**src/rtl/csc_pkg.sv**
```systemverilog
// Package with register map, field positions and reset values of the capture sequence control block.
package csc_pkg;

  // ----------------------------------------------------------------
  // Register map
  // ----------------------------------------------------------------
  localparam logic [7:0] OFS_CTRL   = 8'h00;
  localparam logic [7:0] OFS_PHASE  = 8'h04;
  localparam logic [7:0] OFS_TSC    = 8'h08;
  localparam logic [7:0] OFS_STATUS = 8'h0C;
  localparam logic [7:0] OFS_CAP0   = 8'h10;

  // ----------------------------------------------------------------
  // Control field positions
  // ----------------------------------------------------------------
  localparam int CONT_ONESHOT_BIT = 0;
  localparam int LIMIT_LO         = 1;
  localparam int REARM_BIT        = 3;
  localparam int RUN_BIT          = 4;
  localparam int SYNC_IN_EN_BIT   = 5;
  localparam int SYNCO_LO         = 6;
  localparam int SW_SYNC_BIT      = 8;
  localparam int MODE_BIT         = 9;
  localparam int POL_BIT          = 10;

  // Stored bits; self-clearing strobes and reserved bits read as zero.
  localparam logic [15:0] CTRL_STORE_MASK = 16'h06F7;
  localparam logic [15:0] CTRL_RESET      = 16'h0006;

  localparam logic [1:0] SYNCO_PASS = 2'h0;
  localparam logic [1:0] SYNCO_PRD  = 2'h1;

  localparam logic [1:0] RESP_OKAY   = 2'h0;
  localparam logic [1:0] RESP_SLVERR = 2'h2;

  typedef enum logic [1:0] {
    CSC_SEQ_RUN,
    CSC_SEQ_STOPPED
  } csc_seq_t;

endpackage

```
**src/rtl/csc_evt_if.sv**
```systemverilog
// Interface carrying sequencer events between the control top and the capture sequencer.
`timescale 1ns/1ps
interface csc_evt_if;
  logic       cap_evt;    // Qualified capture event.
  logic       oneshot;    // One-shot operation selected.
  logic [1:0] limit;      // Stop or wrap point.
  logic       rearm;      // Rearm strobe.
  logic       cap_mode;   // Capture mode active.
  logic [1:0] seq;        // Event sequence counter.
  logic       load_en;    // Capture load allowed for this event.
  logic       stopped;    // Sequence frozen.
  modport ctl (output cap_evt, oneshot, limit, rearm, cap_mode, input seq, load_en, stopped);
  modport seqr (input cap_evt, oneshot, limit, rearm, cap_mode, output seq, load_en, stopped);
endinterface

```
**src/rtl/csc_sequencer.sv**
```systemverilog
// Modulo-four capture event sequencer with stop and wrap handling.
`timescale 1ns/1ps
module csc_sequencer (
  input  wire logic aclk,     // Functional clock.
  input  wire logic aresetn,  // Synchronous reset, active low.
  input  wire logic ce,       // Clock enable.
  csc_evt_if.seqr   ev        // Event connection.
);
  logic [1:0]       seq_q;
  logic [1:0]       seq_d;
  csc_pkg::csc_seq_t st_q;
  csc_pkg::csc_seq_t st_d;
  logic             at_limit;
  logic             take;

  assign at_limit   = (seq_q == ev.limit);
  assign take       = ev.cap_evt & ev.cap_mode & (st_q == csc_pkg::CSC_SEQ_RUN);
  assign ev.seq     = seq_q;
  assign ev.load_en = take;
  assign ev.stopped = (st_q == csc_pkg::CSC_SEQ_STOPPED);

  always_comb begin
    seq_d = seq_q;
    st_d  = st_q;
    if (ev.rearm) begin
      seq_d = 2'h0;
      st_d  = csc_pkg::CSC_SEQ_RUN;
    end else if (take) begin
      if (at_limit) begin
        seq_d = 2'h0;
        if (ev.oneshot) begin
          seq_d = seq_q;
          st_d  = csc_pkg::CSC_SEQ_STOPPED;
        end
      end else begin
        seq_d = seq_q + 2'h1;
      end
    end
  end

  always_ff @(posedge aclk) begin
    if (!aresetn) begin
      seq_q <= 2'h0;
      st_q  <= csc_pkg::CSC_SEQ_RUN;
    end else if (ce) begin
      seq_q <= seq_d;
      st_q  <= st_d;
    end
  end
endmodule

```
**src/rtl/csc_top.sv**
```systemverilog
// Capture sequence control: sync chain, counter run control and capture sequencing over AXI4-Lite.
//
// The implementer's own choices: the placing of the registers and the AXI4-Lite slave port.
`timescale 1ns/1ps
// How it works
// - Software sync loads phase, propagates when select zero.
// - Sync-out select: pass, period match, off.
// - Period match selectable also in capture mode.
// - Sync-in enable gates phase loads.
// - Run bit freezes or frees counter.
// - Rearm clears, unfreezes sequence; reads zero.
// - Rearm works in both operations.
// - Limit code n means event n+1.
// - Continuous capture registers form circular buffer.
// - One-shot limit match freezes sequence, blocks loads; continuous wraps to zero.
// - One-shot stop blocks capture events until rearm.
// - Mode bit: continuous zero, one-shot one.
// - Mode select: capture zero, pulse-width one.
// - Software sync zero write ignored, reads zero.
module csc_top #(
  parameter int CNT_W = 32  // Time-stamp counter width.
) (
  input  wire logic        aclk,           // Functional clock, 20 MHz.
  input  wire logic        aresetn,        // Synchronous reset, active low.
  input  wire logic        ce,             // Clock enable; freezes all state when low.
  input  wire logic        sync_in_pulse,  // Sync-in from upstream module.
  input  wire logic        cap_pin,        // Capture input pin.
  input  wire logic        period_match,   // Period-match event, same clock domain.
  output logic             sync_out,       // Sync-out to downstream module.
  output logic             cap_event,      // Capture interrupt event pulse.
  output logic             capture_mode,   // High while in capture mode.
  input  wire logic [7:0]  s_axi_awaddr,   // Write address.
  input  wire logic        s_axi_awvalid,  // Write address valid.
  output logic             s_axi_awready,  // Write address ready.
  input  wire logic [31:0] s_axi_wdata,    // Write data.
  input  wire logic [3:0]  s_axi_wstrb,    // Write strobes.
  input  wire logic        s_axi_wvalid,   // Write data valid.
  output logic             s_axi_wready,   // Write data ready.
  output logic [1:0]       s_axi_bresp,    // Write response.
  output logic             s_axi_bvalid,   // Write response valid.
  input  wire logic        s_axi_bready,   // Write response ready.
  input  wire logic [7:0]  s_axi_araddr,   // Read address.
  input  wire logic        s_axi_arvalid,  // Read address valid.
  output logic             s_axi_arready,  // Read address ready.
  output logic [31:0]      s_axi_rdata,    // Read data.
  output logic [1:0]       s_axi_rresp,    // Read response.
  output logic             s_axi_rvalid,   // Read data valid.
  input  wire logic        s_axi_rready    // Read data ready.
);

  // ----------------------------------------------------------------
  // Registers
  // ----------------------------------------------------------------
  logic [15:0]      ctrl_q;
  logic [CNT_W-1:0] phase_q;
  logic [CNT_W-1:0] tsc_q;
  logic [CNT_W-1:0] tsc_d;
  logic [CNT_W-1:0] cap_q [4];
  logic [2:0]       syn_in_q;
  logic [2:0]       pin_q;
  logic             sw_sync_q;
  logic             rearm_q;
  logic             sync_out_q;
  logic             cap_event_q;
  logic             capture_mode_q;
  csc_evt_if        ev ();

  csc_sequencer u_seq (
    .aclk    (aclk),
    .aresetn (aresetn),
    .ce      (ce),
    .ev      (ev)
  );

  // ----------------------------------------------------------------
  // Field decode
  // ----------------------------------------------------------------
  wire       oneshot   = ctrl_q[csc_pkg::CONT_ONESHOT_BIT];
  wire [1:0] limit     = ctrl_q[csc_pkg::LIMIT_LO +: 2];
  wire       run       = ctrl_q[csc_pkg::RUN_BIT];
  wire       sync_in_en   = ctrl_q[csc_pkg::SYNC_IN_EN_BIT];
  wire [1:0] sync_out_sel = ctrl_q[csc_pkg::SYNCO_LO +: 2];
  wire       pwm_mode     = ctrl_q[csc_pkg::MODE_BIT];
  wire       cap_mode     = ~pwm_mode;
  // Rising edge of the synchronised inputs; stage 0 is read only by stage 1.
  wire       sync_rise = syn_in_q[1] & ~syn_in_q[2];
  wire       pin_rise  = pin_q[1] & ~pin_q[2];
  wire       load_evt  = sync_in_en & (sync_rise | sw_sync_q);

  assign ev.cap_evt  = pin_rise;
  assign ev.oneshot  = oneshot;
  assign ev.limit    = limit;
  assign ev.rearm    = rearm_q;
  assign ev.cap_mode = cap_mode;

  // ----------------------------------------------------------------
  // Sync-out and counter
  // ----------------------------------------------------------------
  wire sync_out_d = (sync_out_sel == csc_pkg::SYNCO_PASS) ? (sync_rise | sw_sync_q) :
                    (sync_out_sel == csc_pkg::SYNCO_PRD)  ? period_match : 1'b0;

  always_comb begin
    tsc_d = tsc_q;
    if (load_evt) begin
      tsc_d = phase_q;
    end else if (pwm_mode && period_match) begin
      tsc_d = '0;
    end else if (run) begin
      tsc_d = tsc_q + 1'b1;
    end
  end

  // ----------------------------------------------------------------
  // AXI4-Lite slave
  // ----------------------------------------------------------------
  logic [7:0]  awaddr_q;
  logic        aw_have_q;
  logic [31:0] wdata_q;
  logic [1:0]  wstrb_lo_q;
  logic        w_have_q;
  wire         wr_go  = aw_have_q & w_have_q & ~s_axi_bvalid;
  wire         wr_ok  = (awaddr_q == csc_pkg::OFS_CTRL) | (awaddr_q == csc_pkg::OFS_PHASE);
  wire         wr_ctl = wr_go & (awaddr_q == csc_pkg::OFS_CTRL);
  wire         wr_phs = wr_go & (awaddr_q == csc_pkg::OFS_PHASE);
  wire [15:0]  bmask  = {{8{wstrb_lo_q[1]}}, {8{wstrb_lo_q[0]}}};
  wire [15:0]  ctl_wv = (ctrl_q & ~bmask) | (wdata_q[15:0] & bmask);
  wire         ar_go  = s_axi_arvalid & s_axi_arready;

  function automatic logic [31:0] rd_mux(input logic [7:0] a);
    logic [31:0] r;
    r = 32'h0000_0000;
    case (a)
      csc_pkg::OFS_CTRL:   r = {16'h0000, ctrl_q & csc_pkg::CTRL_STORE_MASK};
      csc_pkg::OFS_PHASE:  r = 32'(phase_q);
      csc_pkg::OFS_TSC:    r = 32'(tsc_q);
      csc_pkg::OFS_STATUS: r = {27'h000_0000, ev.stopped, ev.seq, cap_mode, oneshot};
      8'h10:               r = 32'(cap_q[0]);
      8'h14:               r = 32'(cap_q[1]);
      8'h18:               r = 32'(cap_q[2]);
      8'h1C:               r = 32'(cap_q[3]);
      default:             r = 32'h0000_0000;
    endcase
    return r;
  endfunction

  function automatic logic rd_ok(input logic [7:0] a);
    return (a <= 8'h1C) && (a[1:0] == 2'b00);
  endfunction

  always_ff @(posedge aclk) begin
    if (!aresetn) begin
      aw_have_q     <= 1'b0;
      w_have_q      <= 1'b0;
      awaddr_q      <= 8'h00;
      wdata_q       <= 32'h0000_0000;
      wstrb_lo_q    <= 2'b00;
      s_axi_awready <= 1'b0;
      s_axi_wready  <= 1'b0;
      s_axi_bvalid  <= 1'b0;
      s_axi_bresp   <= csc_pkg::RESP_OKAY;
      s_axi_arready <= 1'b0;
      s_axi_rvalid  <= 1'b0;
      s_axi_rdata   <= 32'h0000_0000;
      s_axi_rresp   <= csc_pkg::RESP_OKAY;
    end else if (ce) begin
      s_axi_awready <= ~aw_have_q & ~s_axi_awready & s_axi_awvalid;
      s_axi_wready  <= ~w_have_q & ~s_axi_wready & s_axi_wvalid;
      if (s_axi_awvalid && s_axi_awready) begin
        aw_have_q <= 1'b1;
        awaddr_q  <= s_axi_awaddr;
      end
      if (s_axi_wvalid && s_axi_wready) begin
        w_have_q   <= 1'b1;
        wdata_q    <= s_axi_wdata;
        wstrb_lo_q <= s_axi_wstrb[1:0];
      end
      if (wr_go) begin
        aw_have_q    <= 1'b0;
        w_have_q     <= 1'b0;
        s_axi_bvalid <= 1'b1;
        s_axi_bresp  <= wr_ok ? csc_pkg::RESP_OKAY : csc_pkg::RESP_SLVERR;
      end else if (s_axi_bready) begin
        s_axi_bvalid <= 1'b0;
      end
      s_axi_arready <= ~s_axi_arready & ~s_axi_rvalid & s_axi_arvalid;
      if (ar_go) begin
        s_axi_rvalid <= 1'b1;
        s_axi_rdata  <= rd_mux(s_axi_araddr);
        s_axi_rresp  <= rd_ok(s_axi_araddr) ? csc_pkg::RESP_OKAY : csc_pkg::RESP_SLVERR;
      end else if (s_axi_rready) begin
        s_axi_rvalid <= 1'b0;
      end
    end
  end

  // ----------------------------------------------------------------
  // Control state
  // ----------------------------------------------------------------
  always_ff @(posedge aclk) begin
    if (!aresetn) begin
      ctrl_q   <= csc_pkg::CTRL_RESET;
      phase_q  <= '0;
      sw_sync_q <= 1'b0;
      rearm_q  <= 1'b0;
    end else if (ce) begin
      // Strobes last one cycle; a written zero leaves them low.
      sw_sync_q <= wr_ctl & wstrb_lo_q[1] & wdata_q[csc_pkg::SW_SYNC_BIT];
      rearm_q  <= wr_ctl & wstrb_lo_q[0] & wdata_q[csc_pkg::REARM_BIT];
      if (wr_ctl) begin
        ctrl_q <= ctl_wv & csc_pkg::CTRL_STORE_MASK;
      end
      if (wr_phs) begin
        phase_q <= wdata_q[CNT_W-1:0];
      end
    end
  end

  always_ff @(posedge aclk) begin
    if (!aresetn) begin
      syn_in_q       <= 3'b000;
      pin_q          <= 3'b000;
      tsc_q          <= '0;
      sync_out_q     <= 1'b0;
      cap_event_q    <= 1'b0;
      capture_mode_q <= 1'b1;
    end else if (ce) begin
      syn_in_q       <= {syn_in_q[1:0], sync_in_pulse};
      pin_q          <= {pin_q[1:0], cap_pin};
      tsc_q          <= tsc_d;
      sync_out_q     <= sync_out_d;
      cap_event_q    <= ev.load_en;
      capture_mode_q <= cap_mode;
    end
  end

  // Capture registers: only the slot chosen by the sequencer is written.
  for (genvar i = 0; i < 4; i++) begin : g_cap
    always_ff @(posedge aclk) begin
      if (!aresetn) begin
        cap_q[i] <= '0;
      end else if (ce && ev.load_en && ev.seq == 2'(i)) begin
        cap_q[i] <= tsc_q;
      end
    end
  end

  assign sync_out     = sync_out_q;
  assign cap_event    = cap_event_q;
  assign capture_mode = capture_mode_q;
endmodule

```
**config.mk**
```make
export PLATFORM = sky130hd
export DESIGN_NAME = csc_top
export DESIGN_NICKNAME = d
export VERILOG_FILES = /design/src/rtl/csc_pkg.sv /design/src/rtl/csc_evt_if.sv /design/src/rtl/csc_sequencer.sv /design/src/rtl/csc_top.sv
export SDC_FILE = /design/constraint.sdc
export NUM_CORES = 1
export LEC_CHECK = 0
export ABC_AREA = 1
export BUFFER_PORTS_ARGS = -buffer_cell sky130_fd_sc_hd__buf_2
export CAP_MARGIN = 10
export CORE_MARGIN = 2
export CORE_UTILIZATION = 38
export DETAILED_ROUTE_END_ITERATION = 7
export PLACE_DENSITY_LB_ADDON = 0.12
export SYNTH_ARGS = -nofsm -noshare
export SYNTH_HDL_FRONTEND = slang
export SYNTH_SLANG_ARGS = --single-unit
```
**constraint.sdc**
```tcl
create_clock -name aclk -period 3.7 [get_ports aclk]
set_clock_uncertainty 0.2 [all_clocks]
set_input_delay 0.74 -clock aclk [delete_from_list [all_inputs] [get_ports aclk]]
set_output_delay 0.74 -clock aclk [all_outputs]
set_load 0.02 [all_outputs]
```
Yosys cells after proc, flatten, opt, wreduce, memory -nomap -nowiden
Memories as Yosys holds them, arrays and structs flattened.
Cells that the tools add are included.
{"block": "classes", "addsub": 2, "n_mul": 0, "div_mod_pow": 0, "order_cmp": 1, "eq_ne": 15, "n_shift": 0, "n_mux": 41, "bitwise_logic": 40, "n_reduce_logical": 36}
{"op": "$pmux 32 s8", "n": 1}
{"op": "$mux 32", "n": 7}
{"op": "$add 32x1->32 const B", "n": 1}
{"op": "$eq 8x5->1 const B", "n": 4}
{"op": "$mux 1", "n": 23}
{"op": "$and 11x11->11", "n": 2}
{"op": "$reduce_and 2->1", "n": 11}
{"op": "$and 1x1->1", "n": 20}
{"op": "$mux 2", "n": 10}
{"op": "$eq 8x3->1 const B", "n": 2}
{"op": "$eq 8x4->1 const B", "n": 2}
{"op": "$logic_not 8->1", "n": 2}
{"op": "$reduce_bool 2->1", "n": 7}
{"op": "$not 11->11", "n": 1}
{"op": "$or 11x11->11", "n": 1}
{"op": "$not 1->1", "n": 10}
{"op": "$logic_and 1x1->1", "n": 9}
{"op": "$le 8x5->1 const B", "n": 1}
{"op": "$logic_not 2->1", "n": 4}
{"op": "$eq 2x1->1 const B", "n": 3}
{"op": "$or 1x1->1", "n": 6}
{"op": "$eq 2x2->1 const B", "n": 2}
{"op": "$reduce_and 4->1", "n": 1}
{"op": "$ne 3x3->1 const B", "n": 1}
{"op": "other kinds (4)", "n": 4}
{"block": "totals", "register_bits": 173, "latch_bits": 0, "mem_bits_rw": 128, "mem_bits_ro": 0, "in_bits": 63, "out_inout_bits": 44, "word_cells": 161, "mem_count": 1}
{"name": "cap_q", "words": 4, "word_bits": 32, "read_ports": 4, "rd_ports_with_merged_regs": 0, "wr": 4, "line": "csc_top.sv:58", "source": "logic [CNT_W-1:0] cap_q [4];"}

Logic depth before layout (Yosys ltp)
Gate-level depths: netlist of the first run.
{"block": "depth", "ltp_word": 10, "ltp_mapped": 11, "ltp_nobuf": 10}

Modules after synthesis
From an unflattened synthesis of the first run, not the netlist that was laid out.
{"block": "unflattened", "hier_cells": 1804, "area_unflattened_um2": 14012.2}
{"mod": "csc_top", "instances": 1, "cells_each": 1766, "area_per_inst_um2": 13767.0, "seq_area_each_um2": 7186.9}
{"mod": "csc_sequencer", "instances": 1, "cells_each": 38, "area_per_inst_um2": 245.2, "seq_area_each_um2": 60.1}

Least setup slack after synthesis of the first run
Ideal clock, no wire load.
{"block": "synth_timing", "path_type": "in2reg", "start": "input aresetn", "end": "memory cap_q[0][0] (enable)", "setup_ps": 477, "arrival_time_ps": 1861, "required_ps": 3023, "path_slack_ps": 1162, "path_stages": 3, "path_buffers": 2, "cell_sequence": "clkbuf_1 -> clkbuf_1 -> nand2_1"}
{"item": "start: declaration", "line": "csc_top.sv:24", "source": "input wire logic aresetn,"}
{"item": "end: declaration", "line": "csc_top.sv:58"}

Final worst setup path of the first run
{"block": "layout_timing", "start": "input ce", "end": "register s_axi_rresp[1]"}
{"block": "layout_via", "elab_chain_len": 1}
{"item": "start: declaration", "line": "csc_top.sv:25", "source": "input wire logic ce,"}
{"item": "$reduce_and 2->1 (no line)"}
{"item": "end signal: assignment", "line": "csc_top.sv:164", "source": "s_axi_rresp <= csc_pkg::RESP_OKAY;"}
{"item": "end signal: assignment", "line": "csc_top.sv:189", "source": "s_axi_rresp <= rd_ok(s_axi_araddr) ? csc_pkg::RESP_OKAY : csc_pkg::RESP_SLVERR;"}
{"item": "end: declaration", "line": "csc_top.sv:46", "source": "output logic [1:0] s_axi_rresp,"}
No other way between the ends.
A chain may end at the register's enable or synchronous reset.

==> summary.md, run 1 <==
| Metric | Value |
|---|---|
| Status | complete, no violations |
| Layout cells sized above 1 | 12.8% |
| Antenna cells | 0 |
| Final Hold Fails | 0 |
| Routed WL per cell | 16.6 um |
| Peak supply drop | 0.317 mV |
| Clock tree sinks | 298 |
| Ys async rst share | 0% |
| Clk network pwr share | 47.7% |
| Register bit count reported by yosys | 298 |
| Hold path endpoint | awaddr_q[5]$_SDFFE_PN0P_ |
| Total grt overflow | 0 |
| Main synth FF type | dfxtp_1 |
| Cell Int Power | 5.70 mW |
| Sequential share of the synthesized area | between 50% and 60% |
| Mux cell area share after synthesis | 0% |
| CTS Hold Bufs | 0 |
| Max_slew headroom | between 20% and 30% |
| Synth cell count leaders | nand2_1 (404), nor2_1 (312), nand3_1 (248) |
| H-tree depth | 2 |
| Worst-Margin Slew | about 1.1 ns |
| Setup tns final | 0 ns |
| Fmax | 421 MHz |
| Cells after synthesis | 1827 |
| Critical path capture point type | flip-flop |
| Compound-cell area share of the yosys netlist | 9.90% |
| Final setup violation count | 0 |
| Crit share post-route | 64.3% |
| Arrival time worst endpoint | 2.53 ns |
| Clk pin slew, worst setup/hold paths | 0.06 ns |
| Total global-route track usage | 20.7% |
| Postcts setup bufs | 0 |
| Total number of vias | 12000 |
| Xor/xnor share of the synthesized area | 0.185% |
| Starting density of the core | roughly two fifths |
| Req. time, crit path | a little under 4 ns |
| DRC Markers | 0 |
| Post-route ant nets | 0 |
| Clk Latency, worst-skew pair | 0.52 ns |
| Period minus WS final | about 2.4 ns |
| Initial antenna violation count | 0 |
| Number of flops mapped to enable cells by yosys | 128 |
| Largest net degree at the start of global routing | 70 |
| Max-cap viol count | 0 |
| Largest family of logic cells by synthesized area | simple AND/OR/NAND/NOR gates |
| Simple logic cell fraction of the synthesized area | 30.3% |
| Row cnt | 70 |
| Chip Height | 197 um |
| Post-synth top area share | 27.1% |
| Clk buf depth | 3 |
| Reg2Reg Depth | 4 |
| R2R Path Start | s_axi_arready$_SDFFE_PN0P_ |
| Min-delay src | awaddr_q[5]$_SDFFE_PN0P_ |
| Core area | ~0.037 sq mm |
| Slowest-stage cell, CP | clkinv_1 |
| Die area | 0.0389 sq mm |
| RR Endpoint | s_axi_rresp[1]$_SDFFE_PN0P_ |
| Avg Cell Area, Syn | 7.77 sq um |
| Sw Pwr | 1.60 mW |
| Switch share | 21.9% |
| I/O pins | 107 |
| Total wire length | 39600 um |
| Area grow syn2layout | 13.7% |
| Unrepaired setup endpoints after global routing | false |
| CP Launch Type | primary input |
| Vias in the first global route | around 12000 |
| Die W | 197 um |
| Top cell type by total area after synthesis | edfxtp_1 |
| Ranking of synthesized cells by area | edfxtp_1 (27%), dfxtp_1 (24%), nand2_1 (11%) |
| WHS Path Cells | 2 |
| CTS tree | done |
| Sequential Power Share | between 40% and 50% |
| Final Max Tran Viols | 0 |
| Crit-path max FO | 34 |
| Drt first-iter violations | 791 |
| GPL Wtd Cong | 0.898 |
| Post-CTS Resized | 0 |
| Num CTS Buffers | 36 |
| Root Buffer | clkbuf_16 |
| Most frequent cell after synthesis | nand2_1 |
| Comb power frac | slightly below 4% |
| DR vias/cell | 5.05 |
| Hold Crit Class | flip-flop to flip-flop |
| Count of input and output buffers | roughly 100 |
| Final hold slack | 0.249 ns |
| Syn. warnings | 0 |
| Nets | 1959 |
| Global-route wire length before repair | 63700 um |
| CP max stage delay | 0.82 ns |
| Initial DRT Pass Iterations | 6 |
| Pleak | 6.49 nW |
| Reg2reg setup slack | around 1.6 ns |
| DP HPWL | between 20000 and 30000 um |
| Critical path class | primary input to flip-flop |
| Synth Cell Area | 0.0142 sq mm |
| Synth unique cells | 40 |
| CP Cell Sequence | buf_2 -> buf_4 -> nand3_2 -> clkinv_1 -> o21ai_0 -> a41oi_1 |
| P per Cell Area | 452 mW/mm^2 |
| Synth Area in Adders | 0.440% |
placed cells by master, fill, tap and decap left out, types with 7 or more instances in the layout:
master and instances:
a21oi_1 128, a21oi_2 16, buf_2 101, buf_4 27, clkbuf_1 8, clkbuf_16 38
clkinv_1 7, clkinv_2 8, dfxtp_1 170, edfxtp_1 128, inv_1 135, inv_2 13
nand2_1 404, nand3_1 247, nor2_1 311, nor2_2 8, o21ai_0 86, o21ai_1 21
logic make-up (layout without fill, tap and decap cells):
family                     after synthesis  after routing
buffers and inverters                  258            346
DFF                                    298            298
and+or+nand+nor                       1000           1000
other                                    1              2
adders and majority gates                5              5
AOI/OAI and AO/OA                      262            262
xor gates and xnor gates                 3              3
worst max-delay path: cells and delay by family:
kind	cells	cell delay, ns
AO/OA/AOI/OAI	2	0.54
AND/OR/NAND/NOR	1	0.09
buffers and inverters	3	1.14
stage by stage:
| stage | power (mW) | area (sq um) | setup slack, ns | instances | util (%) |
|---|---|---|---|---|---|
| final | 7.29 | 16200 | 1.32 | 2384 | 44.0 |
| after CTS | 7.38 | 16200 | 1.27 | 2384 | 44.0 |
| after global routing | 7.56 | 16200 | 1.04 | 2384 | 44.0 |
| after detailed placement | 3.89 | 15000 | 0.743 | 2321 | 40.9 |
| after global placement | 3.88 | 15000 | 0.785 | 2321 | 40.9 |
| after floorplan | 3.78 | 14200 | 1.16 | 1828 | - |
state kept, by name, indices dropped and copies added (netlist names), 2 cells and up, named ones only:
| signal | cells |
|---|---|
| wdata_q | 32 |
| syn_in_q | 3 |
| wstrb_lo_q | 2 |
| cap_q | 128 |
| tsc_q | 32 |
| s_axi_rdata | 32 |
| awaddr_q | 8 |
| pin_q | 3 |
| phase_q | 32 |
| u_seq.ev.seq | 2 |
power by group through the flow:
| stage | Combinational [mW] | Sequential [mW] | Clock [mW] |
|---|---|---|---|
| final | 0.287 | 3.53 | 3.48 |
| after global routing | 0.320 | 3.53 | 3.70 |
| after CTS | 0.292 | 3.53 | 3.56 |
| after detailed placement | 0.291 | 3.60 | 0 |
| after global placement | 0.288 | 3.60 | 0 |
| after floorplan | 0.181 | 3.60 | 0 |
per-layer routing:
layer,share of wire [%],up-vias,global-route usage [%]
li1,-,6074,-
met1,49,5644,29.5
met2,44,270,33.2
met3,4.8,61,2.68
met4,2.2,0,5.51
met5,0,-,0
worst max-delay path by stage:
| stage | from | endpoint | slack [ns] |
|---|---|---|---|
| 6_report | ce | s_axi_rresp[1]$_SDFFE_PN0P_ | 1.32 |
| 5_1_grt | ce | s_axi_rresp[1]$_SDFFE_PN0P_ | 1.04 |
| 4_1_cts | ce | s_axi_rresp[1]$_SDFFE_PN0P_ | 1.27 |
| 3_5_place_dp | ce | s_axi_rresp[1]$_SDFFE_PN0P_ | 0.74 |
| 3_3_place_gp | ce | s_axi_rresp[1]$_SDFFE_PN0P_ | 0.78 |
| 2_1_floorplan | aresetn | cap_q[0][0]$_SDFFCE_PN0P_ | 1.16 |
area by class of cell:
type | count | area [sq um]
fillers | 3769 | 20500
clock buffers | 48 | 1010
multi-input cells | 1272 | 5810
flip-flops and latches | 298 | 7250
well taps | 468 | 586
clock inverters | 15 | 144
inverters | 151 | 568
repair buffers | 132 | 788
Note: power is estimated with default switching activity, not from simulation.
==> run 2, diff against run 1 <==
==> constraint.sdc (replaced) <==
create_clock -name aclk -period 2.5 [get_ports aclk]
set_clock_uncertainty 0.2 [all_clocks]
set_input_delay 0.5 -clock aclk [delete_from_list [all_inputs] [get_ports aclk]]
set_output_delay 0.5 -clock aclk [all_outputs]
set_load 0.02 [all_outputs]
==> run 2 against run 1 <==
  * Total power increased by 45%
  * Cell count increased by 0.38%
  * Global-route usage decreased by 0.18 points
  * Combinational power rose by 56%
  * Critical path type is now flip-flop to flip-flop
==> summary.md, run 2 (synthesized netlist as in run 1, its figures left out) <==
| Metric | Value |
|---|---|
| Root Buffer | clkbuf_16 |
| Total grt overflow | 0 |
| Cell Int Power | ~8 mW |
| Core area | about 0.037 sq mm |
| H-tree depth | 2 |
| Worst-Margin Slew | 0.569 ns |
| Final setup violation count | 0 |
| Routed WL per cell | 16.5 um |
| Critical path class | flip-flop to flip-flop |
| Chip Height | slightly below 200 um |
| Finished Layout Cells | 2393 |
| CTS Hold Bufs | 0 |
| Clk network pwr share | a little under half |
| Layout cells sized above 1 | 13.0% |
| Initial DRT Pass Iterations | 5 |
| Hold Crit Class | primary input to flip-flop |
| Final Max Tran Viols | 0 |
| Largest register FFs | 128 |
| I/O pins | 107 |
| Post-route ant nets | 0 |
| Total wire length | between 30000 and 40000 um |
| Peak supply drop | 0.385 mV |
| Critical path capture point type | flip-flop |
| Top reg by flops | cap_q |
| Req. time, crit path | around 2.8 ns |
| Initial antenna violation count | 0 |
| Nets | 1967 |
| Clk buf depth | 3 |
| DP HPWL | 26200 um |
| Num CTS Buffers | 36 |
| Clock tree sinks | 298 |
| Post-CTS Resized | 0 |
| Drt first-iter violations | 818 |
| P per Cell Area | roughly 650 mW/mm^2 |
| Max_slew headroom | 62.0% |
| Postcts setup bufs | 0 |
| Die W | between 150 and 200 um |
| Die area | just under 0.04 sq mm |
| Unrepaired setup endpoints after global routing | false |
| Largest net degree at the start of global routing | 84 |
| Final-layout fill cell count | 3723 |
| Pre-CTS WS | 0.305 ns |
| Fmax | 516 MHz |
| Clk Latency, worst-skew pair | about 0.52 ns |
| Design Power | 10.5 mW |
| DR vias/cell | around 5.0 |
| Final setup margin | 0.563 ns |
| Crit-path max FO | 6 |
| Most frequent cells in the layout | nand2_1 (404), nor2_1 (311), nand3_1 (247), dfxtp_1 (170), inv_1 (135) |
| Row cnt | 70 |
| Area grow syn2layout | 14.4% |
| Switch share | roughly 22% |
| Starting density of the core | 38.7% |
| Sequential Power Share | 49.5% |
| Inst Count DP | between 2000 and 2500 |
| Crit share post-route | between 70% and 80% |
| Commonest non-fill, non-tap cell in the layout | nand2_1 |
| GPL Wtd Cong | 0.879 |
| Pleak | between 6 and 7 nW |
| Max-cap viol count | 0 |
| Antenna cells | 0 |
| Clk pin slew, worst setup/hold paths | 0.05 ns |
| Final Hold Fails | 0 |
| Count of input and output buffers | 102 |
| CP Launch Type | flip-flop |
| Arrival time worst endpoint | 2.18 ns |
| Total number of vias | 12000 |
| Status | complete, no violations |
| CTS tree | done |
| Total global-route track usage | 20.5% |
| Vias in the first global route | about 12000 |
| Setup tns final | 0 ns |
| DRC Markers | 0 |
| Period minus WS final | 1.94 ns |
| Global-route wire length before repair | 63300 um |
| Sw Pwr | 2.33 mW |
| Comb power frac | between 4 and 5% |
run 2: cell types whose count changed in the layout (fill, tap and decap cells not counted), sizes merged:
cell	previous run	this run
inv	148	151
clkbuf	48	54
bufinv	3	1
clkinv	15	9
buf	132	140
run 2: final cells by class:
| class | count | area (sq um) | share of cell area [%] |
|---|---|---|---|
| sequential | 298 | 7250 | 44.6 |
| clock inverter | 10 | 80.1 | 0.493 |
| inverter | 151 | 568 | 3.50 |
| clock buffer | 54 | 1010 | 6.21 |
| tap | 468 | 586 | 3.60 |
| timing repair buffer | 140 | 948 | 5.84 |
| multi-input combinational | 1272 | 5810 | 35.8 |
run 2: final timing paths:
kind | start | slack [ns] | depth (start not counted) | to
min reg2reg | awaddr_q[0]$_SDFFE_PN0P_ | 0.24 | 2 | awaddr_q[0]$_SDFFE_PN0P_
min | sync_in_pulse | 0.02 | 3 | syn_in_q[0]$_SDFFE_PN0P_
max reg2reg | tsc_q[0]$_SDFFE_PN0P_ | 0.56 | 7 | tsc_q[22]$_SDFFE_PN0P_
max | tsc_q[0]$_SDFFE_PN0P_ | 0.56 | 7 | tsc_q[22]$_SDFFE_PN0P_
run 2: routing by layer:
| layer | track usage, % | vias up | share of wire [%] |
|---|---|---|---|
| met5 | 0 | - | 0 |
| met4 | 4.59 | 0 | 1.7 |
| met3 | 2.87 | 42 | 5.0 |
| met1 | 29.2 | 5563 | 48 |
| met2 | 33.3 | 271 | 45 |
| li1 | - | 6100 | - |
run 2: critical path: stages, from the launching register on:
cell     delay [ns]
dfxtp_1        0.51
ha_1           0.27
nand3_2        0.14
nor2_2         0.17
nand3_1        0.20
o21ai_1        0.18
nand3_1        0.09
a21oi_1        0.12
run 2: power groups by stage:
stage	Combinational (mW)	Sequential, mW	Clock, mW
final	0.447	5.22	4.88
after global placement	0.448	5.32	0
after global routing	0.499	5.23	5.18
after CTS	0.455	5.22	5.01
after floorplan	0.267	5.33	0
after detailed placement	0.455	5.33	0
run 2: metrics by stage:
step | cell area (sq um) | utilization (%) | hold slack, ns
after floorplan | 14200 | - | 0.224
after global placement | 15200 | 41.3 | 0.235
after detailed placement | 15200 | 41.3 | 0.237
after CTS | 16300 | 44.3 | 0.00597
after global routing | 16300 | 44.3 | 0.0357
final | 16300 | 44.3 | 0.0188
==> run 3, diff against run 2 <==
==> constraint.sdc (replaced) <==
create_clock -name aclk -period 1.7 [get_ports aclk]
set_clock_uncertainty 0.2 [all_clocks]
set_input_delay 0.34 -clock aclk [delete_from_list [all_inputs] [get_ports aclk]]
set_output_delay 0.34 -clock aclk [all_outputs]
set_load 0.02 [all_outputs]
==> run 3 against run 2 <==
  * Clock-buffer cell count decreased by 5
  * Critical endpoint is now cap_q[3][31]$_SDFFCE_PN0P_
  * Routed wire length increased by 13%
  * Die area unchanged
  * Critical path depth fell by 1
  * Flip-flop and latch count did not move
  * Via count grew 7.3%
  * Register-to-register slack worse by 0.55 ns
==> summary.md, run 3 (synthesized netlist as in run 1, its figures left out) <==
| Metric | Value |
|---|---|
| Clk buf depth | 3 |
| P per Cell Area | ~850 mW/mm^2 |
| Slowest-stage cell, CP | dfxtp_2 |
| DRC Markers | 0 |
| Inst Count DP | roughly 2400 |
| Area of the multi-input gates | 0.00625 sq mm |
| Nets | between 2000 and 2500 |
| Root Buffer | clkbuf_16 |
| Post-route ant nets | 0 |
| Design Power | 16.2 mW |
| DP HPWL | 28700 um |
| Chip Height | approximately 200 um |
| Final hold slack | 0.0399 ns |
| Max-cap viol count | 0 |
| Total number of vias | 12900 |
| Unrepaired setup endpoints after global routing | true |
| Setup tns final | 0 ns |
| Register Area | 0.00726 sq mm |
| Clock tree sinks | 298 |
| Area grow syn2layout | 33.8% |
| Pleak | just under 8 nW |
| Final setup margin | 0.00975 ns |
| Antenna cells | 0 |
| Drt first-iter violations | 876 |
| Total grt overflow | 0 |
| Total global-route track usage | 21.8% |
| Num CTS Buffers | 37 |
| CP Cell Sequence | nor2_2 -> nand2_2 -> clkinvlp_4 -> nand3_4 -> clkbuf_16 -> nor2_1 |
| Final Hold Fails | 0 |
| Crit share post-route | 99.4% |
| Status | complete, no violations |
| H-tree depth | 2 |
| Core Util, Final | 51.8% |
| Top delay family on crit path | simple AND/OR/NAND/NOR gates |
| Post-route cell area | 0.0190 sq mm |
| Commonest non-fill, non-tap cell in the layout | nand2_1 |
| Count of input and output buffers | about 100 |
| Core area | 0.0367 sq mm |
| Most frequent cells in the layout | nand2_1 (366), nor2_1 (263), nand3_1 (241), dfxtp_1 (158), inv_1 (132) |
| CTS tree | done |
| Min-delay src | ce |
| Initial DRT Pass Iterations | 5 |
| Crit-path max FO | 16 |
| CP Launch Type | flip-flop |
| Total wire length | 44800 um |
| DR vias/cell | 4.98 |
| Clk Latency, worst-skew pair | 0.53 ns |
| Pre-CTS WS | -0.237 ns |
| Hold Crit Class | primary input to flip-flop |
| Peak supply drop | 0.771 mV |
| Fmax | 592 MHz |
| Req. time, crit path | 1.77 ns |
| Largest net degree at the start of global routing | 64 |
| Layout cells sized above 1 | 24.4% |
| Initial antenna violation count | 0 |
| Final-layout fill cell count | roughly 3500 |
| GPL Wtd Cong | 0.868 |
| Period minus WS final | 1.69 ns |
| Global-route wire length before repair | 66300 um |
| Die W | 197 um |
| Clk pin slew, worst setup/hold paths | roughly 0.050 ns |
| Finished Layout Cells | 2578 |
| Vias in the first global route | 12100 |
| Critical path capture point type | flip-flop |
| Arrival time worst endpoint | 1.76 ns |
| Starting density of the core | 38.7% |
| Row cnt | 70 |
| Die area | 0.0389 sq mm |
| Critical path class | flip-flop to flip-flop |
| Routed WL per cell | 17.4 um |
| Placed cell areas | approximately 0.016 sq mm |
| Final setup violation count | 0 |
| I/O pins | about 110 |
| Buf/Inv on CP | 2 |
| Final Max Tran Viols | 0 |
| Top reg by flops | cap_q |
| CP max stage delay | 0.37 ns |
| Largest register FFs | 128 |
[run 3: path summary, 6_finish.rpt]
path,endpoint,slack (ns),depth (start not counted)
min,s_axi_awready$_SDFFE_PN0P_,0.04,3
max reg2reg,cap_q[3][31]$_SDFFCE_PN0P_,0.01,6
min reg2reg,awaddr_q[0]$_SDFFE_PN0P_,0.25,2
max,cap_q[3][31]$_SDFFCE_PN0P_,0.01,6
[run 3: tightest hold or removal path, cell delays in order]
cell,delay [ns]
buf_2,0.14
buf_4,0.17
a211oi_1,0.07
[run 3: repair_timing]
| item | 4_1_cts | 5_1_grt |
|---|---|---|
| buffers inserted | 0 | 12 |
| endpoints found under the setup margin | 54 | 242 |
| pin swaps | 0 | 43 |
| resized for setup | 1 | 152 |
| gates cloned | 0 | 21 |
| endpoints found under the hold margin | 51 | 0 |
| hold buffers | 52 | 0 |
[run 3: final cells by class]
type	instances	area share, %
Tap cell	468	3.08
Multi-Input combinational cell	1272	32.9
Clock buffer	49	5.43
Inverter	151	3.04
Sequential cell	298	38.2
Clock inverter	17	0.659
Timing Repair Buffer	322	16.6
Timing Repair inverter	1	0.0395
[run 3: per-layer routing]
metal / GRT usage, % / vias to the layer above / wire length, um
met5: 0 / - / 0
met4: 5.04 / 0 / 924
met3: 3.23 / 72 / 2440
met2: 36.3 / 309 / 21100
met1: 29.9 / 5980 / 20300
li1: - / 6489 / -
[run 3: power by group]
part / total [mW] / switching, mW / internal (mW)
clock: 7.54 / 3.12 / 4.43
sequential: 7.68 / 0.0579 / 7.62
combinational: 0.947 / 0.532 / 0.414
